### src/hw/timer_ctrl_pkg.sv
// Shared constants for the five-channel timer control block.
package timer_ctrl_pkg;

   // Channel count, counter width and bus widths.
   localparam int NUM_CH = 5;
   localparam int CNT_W = 16;
   localparam int ADDR_W = 28;
   localparam int DATA_W = 8;

   // Channel that supports phase counting and direction-selected flagging.
   localparam int PHASE_CH = 2;

   // Register byte addresses.
   localparam logic [27:0] RUN_CTRL_OFS = 28'h5ffff00;
   localparam logic [27:0] SYNC_CTRL_OFS = 28'h5ffff01;
   localparam logic [27:0] MODE_CTRL_OFS = 28'h5ffff02;
   localparam logic [27:0] IRQ_STATUS_OFS = 28'h5ffff40;
   localparam logic [27:0] IRQ_MASK_OFS = 28'h5ffff41;

   // Field positions inside the mode register.
   localparam int PWM_LSB = 0;
   localparam int FLAG_DIRECTION_SELECT_BIT = 5;
   localparam int PHASE_BIT = 6;

   // Reset values.
   localparam logic [7:0] RUN_RST = 8'h00;
   localparam logic [7:0] SYNC_RST = 8'h00;
   localparam logic [7:0] MODE_RST = 8'h00;
   localparam logic [7:0] IRQ_STATUS_RST = 8'h00;
   localparam logic [7:0] IRQ_MASK_RST = 8'h00;

   // Writable bits of each register; everything else is reserved.
   localparam logic [7:0] RUN_WMASK = 8'h1f;
   localparam logic [7:0] SYNC_WMASK = 8'h1f;
   localparam logic [7:0] MODE_WMASK = 8'h7f;
   localparam logic [7:0] IRQ_WMASK = 8'h1f;

   // Value that reserved bits show on a read.
   localparam logic [7:0] RUN_RFILL = 8'he0;
   localparam logic [7:0] SYNC_RFILL = 8'he0;
   localparam logic [7:0] MODE_RFILL = 8'h80;
   localparam logic [7:0] IRQ_RFILL = 8'h00;

endpackage

### src/hw/multi_timer_shared_control.sv
// Shared run, synchronization and mode control for a five-channel timer.
//
// Contract
// - Counter advances only while its run bit is set.
// - Run bits reset to zero, counters stopped.
// - Unsynchronized channel presets and clears stay private.
// - Synchronized channels preset and clear together.
// - Synchronization bits reset to zero.
// - Phase select bit sets channel 2 phase counting.
// - Direction bit low: flag on overflow or underflow.
// - Direction bit high: flag on overflow only.
// - Each pulse-mode bit selects its channel's PWM mode.
// - Mode bits all reset to zero.
`timescale 1ns/100ps
module multi_timer_shared_control import timer_ctrl_pkg::*; #(
   parameter int CH = NUM_CH,
   parameter int W = CNT_W
) (
   input wire logic core_clk,
   input wire logic rst_n,
   input wire logic [ADDR_W-1:0] bus_addr,
   input wire logic [DATA_W-1:0] bus_wdata,
   input wire logic bus_wr,
   input wire logic bus_rd,
   output logic [DATA_W-1:0] bus_rdata,
   input wire logic [CH-1:0] count_tick,
   input wire logic [CH-1:0] clear_req,
   input wire logic [CH-1:0] preset_req,
   input wire logic [CH-1:0][W-1:0] preset_value,
   input wire logic phase_a_pin,
   input wire logic phase_b_pin,
   output logic [CH-1:0][W-1:0] channel_counter,
   output logic [CH-1:0] overflow_event,
   output logic [CH-1:0] underflow_event,
   output logic [CH-1:0] pulse_mode,
   output logic phase_mode,
   output logic irq
);

   // All state of the block outside the channel counters in one register.
   typedef struct packed {
      logic [7:0] run;
      logic [7:0] sync;
      logic [7:0] mode;
      logic [7:0] status;
      logic [7:0] mask;
      logic [7:0] rdata;
      logic pa_meta;
      logic pa_sync;
      logic pa_prev;
      logic pb_meta;
      logic pb_sync;
      logic pb_prev;
   } ctrl_state_t;

   ctrl_state_t state_q;
   ctrl_state_t state_d;

   logic [CH-1:0] run_bits;
   logic [CH-1:0] group_bits;
   logic [CH-1:0] eff_clear;
   logic [CH-1:0] eff_preset;
   logic [CH-1:0] eff_tick;
   logic [CH-1:0] eff_up;
   logic [CH-1:0] ev_ovf;
   logic [CH-1:0] ev_unf;
   logic [CH-1:0] flag_set;
   logic [CH-1:0][W-1:0] eff_value;
   logic [W-1:0] group_value;
   logic group_clear;
   logic group_preset;
   logic phase_on;
   logic flag_direction_select;
   logic quad_step;
   logic quad_up;
   logic hit_run;
   logic hit_sync;
   logic hit_mode;
   logic hit_status;
   logic hit_mask;

   // Register fields seen by the channel logic come straight from flops, so a
   // write is seen by the counters at the edge after the write edge.
   assign run_bits = state_q.run[CH-1:0];
   assign group_bits = state_q.sync[CH-1:0];
   assign phase_on = state_q.mode[PHASE_BIT];
   assign flag_direction_select = state_q.mode[FLAG_DIRECTION_SELECT_BIT];

   // Address decode against the full byte address.
   assign hit_run = (bus_addr == RUN_CTRL_OFS);
   assign hit_sync = (bus_addr == SYNC_CTRL_OFS);
   assign hit_mode = (bus_addr == MODE_CTRL_OFS);
   assign hit_status = (bus_addr == IRQ_STATUS_OFS);
   assign hit_mask = (bus_addr == IRQ_MASK_OFS);

   // Quadrature decode of the synchronized phase pins. The direction comes
   // from comparing the new level of one pin with the old level of the other.
   assign quad_step = (state_q.pa_sync ^ state_q.pa_prev) |
                      (state_q.pb_sync ^ state_q.pb_prev);
   assign quad_up = state_q.pa_prev ^ state_q.pb_sync;

   // Group-wide clear and preset: any member's request reaches every member.
   assign group_clear = |(clear_req & group_bits);
   assign group_preset = |(preset_req & group_bits);

   // When several members ask for a preset at once, the lowest channel's
   // value wins; the others are dropped rather than merged.
   always_comb begin
      group_value = '0;
      for (int i = CH - 1; i >= 0; i--) begin
         if (preset_req[i] && group_bits[i]) begin
            group_value = preset_value[i];
         end
      end
   end

   // Per-channel steering of clear, preset, tick and direction.
   genvar gi;
   generate
      for (gi = 0; gi < CH; gi++) begin : g_chan
         // A channel outside the group only ever sees its own requests.
         assign eff_clear[gi] = clear_req[gi] |
                                (group_bits[gi] & group_clear);
         assign eff_preset[gi] = preset_req[gi] |
                                 (group_bits[gi] & group_preset);
         assign eff_value[gi] = (group_bits[gi] && group_preset) ?
                                group_value : preset_value[gi];

         if (gi == PHASE_CH) begin : g_phase
            // Phase mode replaces the tick input with pin edges.
            assign eff_tick[gi] = phase_on ? quad_step : count_tick[gi];
            assign eff_up[gi] = phase_on ? quad_up : 1'b1;
         end else begin : g_plain
            assign eff_tick[gi] = count_tick[gi];
            assign eff_up[gi] = 1'b1;
         end

         // Channel 2 may flag underflow depending on the direction bit;
         // other channels only count up and flag overflow.
         if (gi == PHASE_CH) begin : g_flag2
            assign flag_set[gi] = ev_ovf[gi] | (~flag_direction_select & ev_unf[gi]);
         end else begin : g_flag
            assign flag_set[gi] = ev_ovf[gi];
         end

         chan_counter #(
            .W(W)
         ) u_cnt (
            .core_clk(core_clk),
            .rst_n(rst_n),
            .run(run_bits[gi]),
            .tick(eff_tick[gi]),
            .count_up(eff_up[gi]),
            .clear(eff_clear[gi]),
            .preset(eff_preset[gi]),
            .preset_value(eff_value[gi]),
            .count(channel_counter[gi]),
            .ovf(ev_ovf[gi]),
            .unf(ev_unf[gi])
         );
      end
   endgenerate

   // Next-state logic: synchronizers, register writes, sticky status and the
   // one-cycle read data.
   always_comb begin
      state_d = state_q;

      // Pins pass two flops before the decoder looks at them.
      state_d.pa_meta = phase_a_pin;
      state_d.pa_sync = state_q.pa_meta;
      state_d.pa_prev = state_q.pa_sync;
      state_d.pb_meta = phase_b_pin;
      state_d.pb_sync = state_q.pb_meta;
      state_d.pb_prev = state_q.pb_sync;

      // Reserved bits are masked off on write so they never hold a one.
      if (bus_wr && hit_run) begin
         state_d.run = bus_wdata & RUN_WMASK;
      end
      if (bus_wr && hit_sync) begin
         state_d.sync = bus_wdata & SYNC_WMASK;
      end
      if (bus_wr && hit_mode) begin
         state_d.mode = bus_wdata & MODE_WMASK;
      end
      if (bus_wr && hit_mask) begin
         state_d.mask = bus_wdata & IRQ_WMASK;
      end

      // Write-one-to-clear, with a new event in the same cycle winning so
      // that no overflow is ever lost to a racing clear.
      if (bus_wr && hit_status) begin
         state_d.status = state_q.status & ~(bus_wdata & IRQ_WMASK);
      end
      state_d.status[CH-1:0] = state_d.status[CH-1:0] | flag_set;

      // Read data stands for exactly one cycle; unmapped reads give zero.
      state_d.rdata = 8'h00;
      if (bus_rd) begin
         if (hit_run) begin
            state_d.rdata = state_q.run | RUN_RFILL;
         end else if (hit_sync) begin
            state_d.rdata = state_q.sync | SYNC_RFILL;
         end else if (hit_mode) begin
            state_d.rdata = state_q.mode | MODE_RFILL;
         end else if (hit_status) begin
            state_d.rdata = state_q.status | IRQ_RFILL;
         end else if (hit_mask) begin
            state_d.rdata = state_q.mask | IRQ_RFILL;
         end
      end
   end

   // State register with synchronous reset to documented initial values.
   always_ff @(posedge core_clk) begin
      if (!rst_n) begin
         state_q.run <= RUN_RST;
         state_q.sync <= SYNC_RST;
         state_q.mode <= MODE_RST;
         state_q.status <= IRQ_STATUS_RST;
         state_q.mask <= IRQ_MASK_RST;
         state_q.rdata <= 8'h00;
         state_q.pa_meta <= 1'b0;
         state_q.pa_sync <= 1'b0;
         state_q.pa_prev <= 1'b0;
         state_q.pb_meta <= 1'b0;
         state_q.pb_sync <= 1'b0;
         state_q.pb_prev <= 1'b0;
      end else begin
         state_q <= state_d;
      end
   end

   // Outputs: mode bits go to the compare logic, events to the status logic.
   assign bus_rdata = state_q.rdata;
   assign pulse_mode = state_q.mode[PWM_LSB +: CH];
   assign phase_mode = phase_on;
   assign overflow_event = ev_ovf;
   assign underflow_event = ev_unf;

   // Level interrupt while any unmasked sticky flag is set.
   assign irq = |(state_q.status & state_q.mask);

endmodule

### src/hw/chan_counter.sv
// One timer channel counter with clear, preset, run gating and wrap events.
`timescale 1ns/100ps
module chan_counter import timer_ctrl_pkg::*; #(
   parameter int W = CNT_W
) (
   input wire logic core_clk,
   input wire logic rst_n,
   input wire logic run,
   input wire logic tick,
   input wire logic count_up,
   input wire logic clear,
   input wire logic preset,
   input wire logic [W-1:0] preset_value,
   output logic [W-1:0] count,
   output logic ovf,
   output logic unf
);

   typedef struct packed {
      logic [W-1:0] cnt;
      logic ovf;
      logic unf;
   } cnt_state_t;

   cnt_state_t state_q;
   cnt_state_t state_d;

   // Clear beats preset, and both act even while stopped so software can
   // load a stopped counter before starting it.
   always_comb begin
      state_d = state_q;
      state_d.ovf = 1'b0;
      state_d.unf = 1'b0;
      if (clear) begin
         state_d.cnt = '0;
      end else if (preset) begin
         state_d.cnt = preset_value;
      end else if (run && tick) begin
         if (count_up) begin
            state_d.ovf = (state_q.cnt == {W{1'b1}});
            state_d.cnt = state_q.cnt + W'(1);
         end else begin
            state_d.unf = (state_q.cnt == '0);
            state_d.cnt = state_q.cnt - W'(1);
         end
      end
   end

   // State register.
   always_ff @(posedge core_clk) begin
      if (!rst_n) begin
         state_q <= '0;
      end else begin
         state_q <= state_d;
      end
   end

   assign count = state_q.cnt;
   assign ovf = state_q.ovf;
   assign unf = state_q.unf;

endmodule

### config.mk
export PLATFORM = sky130hd
export DESIGN_NAME = multi_timer_shared_control
export DESIGN_NICKNAME = d
export VERILOG_FILES = /design/src/hw/timer_ctrl_pkg.sv /design/src/hw/multi_timer_shared_control.sv /design/src/hw/chan_counter.sv
export SDC_FILE = /design/constraint.sdc
export NUM_CORES = 1
export LEC_CHECK = 0
export ABC_AREA = 1
export BUFFER_PORTS_ARGS = -buffer_cell sky130_fd_sc_hd__clkbuf_2
export CELL_PAD_IN_SITES_DETAIL_PLACEMENT = 0
export CELL_PAD_IN_SITES_GLOBAL_PLACEMENT = 1
export CORE_MARGIN = 2
export CORE_UTILIZATION = 33
export DETAILED_ROUTE_END_ITERATION = 12
export MAX_ROUTING_LAYER = met4
export PLACE_DENSITY_LB_ADDON = 0.1
export SETUP_SLACK_MARGIN = 0.3
export SLEW_MARGIN = 20
export SYNTH_ARGS = -nofsm -noshare
export SYNTH_HDL_FRONTEND = slang
export SYNTH_SLANG_ARGS = --single-unit
### constraint.sdc
create_clock -name core_clk -period 2.1 [get_ports core_clk]
set_input_delay 0.42 -clock core_clk [delete_from_list [all_inputs] [get_ports core_clk]]
set_output_delay 0.42 -clock core_clk [all_outputs]
set_load 0.005 [all_outputs]
* Word-level counts from Yosys, hierarchy flattened
Cells that the tools add are included.
** Word-level totals
- Flip-flop bits (word level) :: 134
- Latch bits :: 0
- Memory bits (writable) :: 0
- Memory bits (read-only) :: 0
- Input port bits :: 137
- Output and inout port bits :: 105
- Memories :: 0
** Operators by class
- Add/sub/neg operators :: 6
- Multiply operators :: 0
- Divide/modulo/power cells :: 0
- $lt $le $gt $ge :: 0
- Equality and inequality tests :: 10
- Shifts and indexed selects :: 0
- Mux-type cells :: 31
- Bitwise logic cells :: 40
- Reduce and logical (&&, ||, !) cells :: 45
** Operator list (count)
- $mux W16 :: 16
- $eq A28 B27 Y1 const B :: 5
- $mux W18 :: 5
- $add A16 B1 Y16 const B :: 5
- $eq A16 B16 Y1 const B :: 5
- $mux W8 :: 4
- $logic_and A1 B1 Y1 :: 20
- $reduce_or A5 Y1 :: 4
- $logic_not A16 Y1 :: 1
- $reduce_or A4 Y1 :: 4
- $sub A16 B1 Y16 const B :: 1
- $or A1 B1 Y1 :: 12
- $reduce_or A3 Y1 :: 4
- $and A1 B1 Y1 :: 11
- $and A5 B5 Y5 :: 2
- $mux W5 :: 2
- $reduce_bool A2 Y1 :: 5
- $reduce_or A2 Y1 :: 5
- $and A8 B5 Y8 :: 1
- $and A8 B8 Y8 :: 1
- $not A1 Y1 :: 8
- $not A5 Y8 :: 1
- $reduce_or A8 Y1 :: 1
- $or A5 B5 Y5 :: 1
- 3 further kinds :: 8

* Longest topological paths before layout
- Depth in word-level cells :: 8
- Mapped depth :: 16
- Depth with buffers taken out :: 16

* Cells and area by module
Synthesis repeated with hierarchy kept, for this count alone.
** Unflattened totals
- Cell total of the unflattened synthesis :: 2163
- Area total of the unflattened synthesis :: 12834.8 µm²
** By module, submodules not included
- chan_counter at g_chan[2].u_cnt ... :: instances 3, cells an instance 293, area an instance 1839.3 µm², seq. area each 360.3 µm²
- multi_timer_shared_control :: instances 1, cells an instance 702, area an instance 3783.6 µm², seq. area each 820.8 µm²
- chan_counter at g_chan[0].u_cnt ... :: instances 2, cells an instance 291, area an instance 1766.7 µm², seq. area each 360.3 µm²

* Worst setup path after synthesis
No wires, ideal clock.
- Path type :: flip-flop to flip-flop
- Start :: register state_q, in the netlist state_d[0]
- End :: register g_chan[2].u_cnt.state_q, in the netlist g_chan[2].u_cnt.count[13]
- Library setup time :: 0.070 ns
- Arrival time :: 2.141 ns
- Data required time :: 2.030 ns
- Setup slack :: -0.111 ns
- Cell stages (with the launch flop) :: 13
- Path buffers :: 0
- Period minus slack after synthesis :: 2.211 ns
- Cells stage by stage :: dfxtp_1 -> inv_1 -> or2_2 -> nand3_1 -> inv_1 -> ha_1 -> a21oi_1 -> o21ai_0 -> a21oi_1 -> nand2_1 -> nand2_1 -> nand3_1 -> a21oi_1
** On the way
- Longest elaborated chain between the ends :: 5
** Ends and longest elaborated chain
- from (decl) :: line multi_timer_shared_control.sv:56 : ctrl_state_t state_q;
- from (signal assigned) :: line multi_timer_shared_control.sv:231 : state_q <= state_d;
- $xor A1 B1 Y1, on equally long branches :: line multi_timer_shared_control.sv:100, multi_timer_shared_control.sv:99
- $mux W1 / $or A1 B1 Y1 (equally long branches) :: line multi_timer_shared_control.sv:132, multi_timer_shared_control.sv:98
- $mux W16 / $mux W1 (equally long branches) :: line chan_counter.sv:39, multi_timer_shared_control.sv:131
- $mux W18 / $logic_and A1 B1 Y1 (equally long branches) :: line chan_counter.sv:38 : end else if (run && tick) begin
- $mux W16 / $reduce_bool A2 Y1 (equally long branches)
- to (signal assigned) :: line chan_counter.sv:54 : state_q <= state_d;
- to (decl) :: line chan_counter.sv:25 : cnt_state_t state_q;
Parallel ways exist; a longest one is shown, timed or not. The select of a mux whose other input is x is not followed.
A chain may end at the register's enable or synchronous reset.

* Worst setup path in the final report
Ends and elaborated chain as after synthesis.

==> out/metrics.sh <==
HOLDPATHSTAGES=3
SYNTH.YOSYS.SEQ_AREA_SHARE_PCT=26.5
CTS_HOLD_BUF=0
GP_ROUTABILITY_CONGESTION=0.968
SYNTH_TOP_AREA_SHARE_PCT=26.5
ANT_NETS=0
DRT_PASS1_ITERATIONS=6
POWER.DENSITY_mW_PER_MM2=488
SYNTH_TOP_FAMILY_BY_AREA='simple AND/OR/NAND/NOR gates'
POST_DRT_VIA_CELL_RATIO=5.02
FINALHOLDVIOLATIONS=0
GRT_MAX_DEGREE=33
WORST_EP_ARRIVAL_TIME_NS=2.43
WORST-PATH-MAX-FANOUT=16
HPWL_MM=33.2
WORST_CLOCK_SKEW_NS=0.0138
PLACEMENTROWS=62
POWER_LEAKAGE_nW=6.52
DIE_Y_UM=174
POSTSYNTH.ASYNCRESETSHARE_PCT=0
CRIT_TYPE='reg2reg'
POST-PLACE-WS_NS=-0.154
CLOCKROOTBUFFER='clkbuf_16'
WORST_SETUP_PATH_END_KIND='register'
IOS=242
CRIT_PATH_START_KIND='register'
MUXSHAREOFSYNTHAREA_PCT=0
MIN_PATH_TYPE='in2reg'
WARNING_COUNT_FROM_THE_YOSYS_RUN=0
WORST_SETUP_HOLD_PATH_CLK_SLEW_NS=0.07
MEAN_INSTANCE_SIZE_IN_THE_SYNTHESIZED_NETLIST_UM2=5.94
PLACE.DETAILED.INSTANCES=2272
YOSYS-TOP-CELLS-AREA='dfxtp_1 27%, nand2_1 15%, o21ai_0 8.9%'
SETUP_VIOL=0
SYNTH_ADDER_AREA_SHARE_PCT=2.56
FINAL_LAYOUT_SIZE_SUFFIX_GT1_SHARE_PCT=33.1
GLOBALROUTETOTALUTIL_PCT=27.0
CTS_TREE='built'
IO_BUFFER_COUNT=236
COMBINED_AREA_OF_THE_MULTI_INPUT_LOGIC_CELLS_MM2=0.00671
WORST_SKEW_PAIR.LATE_LATENCY_NS=0.44
CTS_BUFFER_DEPTH=2
IRDROPWORSTVDD_uV=440
CLOCK-SINKS=127
GRT_PASS1_WL_MM=61.1
YOSYS.AREA.TOP_TYPE='dfxtp_1'
ANTENNA_VIOLATIONS_BEFORE_REPAIR=1
SYNTH_CELL_TYPE_COUNT=47
CTS_INSERTED_BUFFERS=17
SYNTH-MAIN-FF-CELL='dfxtp_1'
RR_WORST_DEPTH=12
DATA_REQUIRED_TIME_OF_THE_WORST_PATH_NS=2.47
H-TREE-DEPTH=4
DIE_AREA_MM2=0.0304
TIMING.FINAL.CRIT_SHARE_PCT=98.0
VIAS=11800
POSTSYNTHREGISTERBITS=127
FILLERS=3131
SYNTHTOLAYOUTAREAGROWTH_PCT=42.5
DIE_W_UM=174
YOSYS.AREA_SHARE.SIMPLE_PCT=36.0
PERIOD_NEEDED_NS=2.06
SYNTH_COMPOUND_GATE_AREA_SHARE_PCT=19.1
MAX_FREQ_MHz=486
DETAIL_ROUTE.DRC_VIOLATIONS=0
DRV_SLEW=0
SYNTH_ENABLE_FLOP_CELLS=0
AREA.SEQUENTIAL_MM2=0.00257
UNREPAIRED_SETUP_ENDPOINTS_AFTER_GLOBAL_ROUTING='yes'
SYNTHESIS.INSTANCES=1615
FLOORPLAN.INITIALDENSITY_PCT=33.5
DR.FIRST_ITER.DRC_COUNT=739
DETAIL_ROUTE.WL_PER_CELL_UM=17.8
FIN_TOTAL_PWR_mW=6.66
NUMNETS_FINAL=2107
GLOBALROUTEOVERFLOWTOTAL=0
POST_SYNTH_INSTANCE_AREA_MM2=0.00959
MAXCAPVIOLCOUNT=0
LAYOUT_SETUP_WS_NS=0.0427
GRT_PASS1_VIAS=10800
STATUS='finished clean'
FINAL-INSTANCE-COUNT-EXCL-FILL=2349
WIRELENGTH_MM=41.9
SYNTH_XOR_AREA_SHARE_PCT=2.19
STANDARD_CELL_CORE_AREA_MM2=0.0286
worst paths after layout:
kind	from	to	slack, ns
worst min register to register	state_d[1]	state_d[0]	0.41
worst max register to register	state_d[0]	g_chan[2].u_cnt.count[13]	0.04
worst max-delay path	state_d[0]	g_chan[2].u_cnt.count[13]	0.04
worst min-delay path	phase_b_pin	state_d[1]	0.16
cells in the final DEF (no fill, tap or decap), drive strengths merged, types with 2 or more instances in the layout:
master,synthesis,final
a31oi,6,6
bufinv,0,2
nand3,126,126
xnor2,8,8
clkinv,4,7
buf,48,134
nor3,21,21
clkinvlp,0,9
nand3b,9,9
o21ai,179,179
dfxtp,127,127
ha,18,18
inv,235,238
nor4,5,5
o211ai,5,5
conb,1,4
or2,7,7
o31ai,2,2
a22oi,2,2
o21a,2,2
nand2,398,398
nand4,28,28
o21bai,6,6
and3,2,2
o22ai,5,5
a21oi,144,144
nor2,194,194
clkbuf,12,254
xor2,16,16
cells by family after synthesis:
group           count (synthesis)
flops                         127
compound gates                353
fa+ha+maj                      19
simple gates                  792
xor+xnor                       24
buf+inv                       299
other cells                     1
per-layer routing:
layer / global-route usage [%] / up-vias / part of all wire, %
met5: - / - / 0
met4: 8.86 / 0 / 2.4
met3: 4.68 / 66 / 6.1
met2: 41.9 / 386 / 46
met1: 35.4 / 5441 / 46
li1: - / 5907 / -
synth_stat cells (4+ instances only):
library cell,number
ha_1,18
clkbuf_1,12
o21ai_0,171
nor3_1,19
o211ai_1,5
o21ai_1,7
nor4_1,5
a31oi_1,6
nand2_1,382
nor2_1,186
buf_6,6
buf_2,14
nand3_1,124
xor2_1,16
nand4_1,28
nand2_2,7
a21oi_1,143
o22ai_1,5
buf_4,28
inv_1,219
xnor2_1,8
inv_2,14
clkinv_1,4
dfxtp_1,127
or2_2,7
nand3b_1,9
o21bai_1,6
nor2_2,6
nand2_4,8
where the power goes:
group	switching [mW]	internal [mW]	leakage (nW)	total, mW
clock	1.38	1.83	0.297	3.21
sequential	0.0766	2.46	1.04	2.54
combinational	0.541	0.374	5.19	0.914
total	2.00	4.66	6.52	6.66
through the flow:
step | area [um2] | hold WS [ns] | setup TNS [ns] | utilization, %
5_1_grt | 13700 | 0.172 | -0.788 | 47.7
4_1_cts | 12600 | 0.151 | 0 | 44.1
3_3_place_gp | 11800 | 0.396 | -0.295 | 41.2
2_1_floorplan | 9810 | 0.390 | 0 | -
6_report | 13700 | 0.164 | 0 | 47.7
3_5_place_dp | 11800 | 0.403 | -0.377 | 41.2
flip-flops by register name (all words and copies together), names as in the netlist, 4 cells and up:
register,cells
bus_rdata,8
g_chan.u_cnt.count,80
g_chan.u_cnt.ovf,5
group_bits,5
pulse_mode,5
run_bits,5
state_d,4
state_q,12
layout make-up:
class | count | share of cell area, %
antenna | 1 | 0.0183
clock buffer | 18 | 3.22
clock inverter | 14 | 1.24
inverter | 239 | 7.04
multi-input combinational | 1192 | 49.1
sequential | 127 | 18.8
tap | 384 | 3.52
timing repair buffer | 371 | 16.9
timing repair inverter | 3 | 0.165
repair_timing:
action,in CTS,in global routing
setup endpoints to repair,72,84
setup buffers,6,33
gates resized for setup,56,217
gates cloned,1,4
pin swaps,8,43
worst max-delay path: stages (launching register included):
cell and delay [ns]:
dfxtp_2 0.34, inv_2 0.04, or2_4 0.23, nand3_4 0.13, inv_12 0.10, ha_4 0.27, a21oi_2 0.19, o21ai_1 0.10
a21oi_1 0.19, nand2_1 0.07, nand2_1 0.05, nand3_1 0.10, a21oi_2 0.15
No activity file was read; power rests on OpenSTA's default activity.
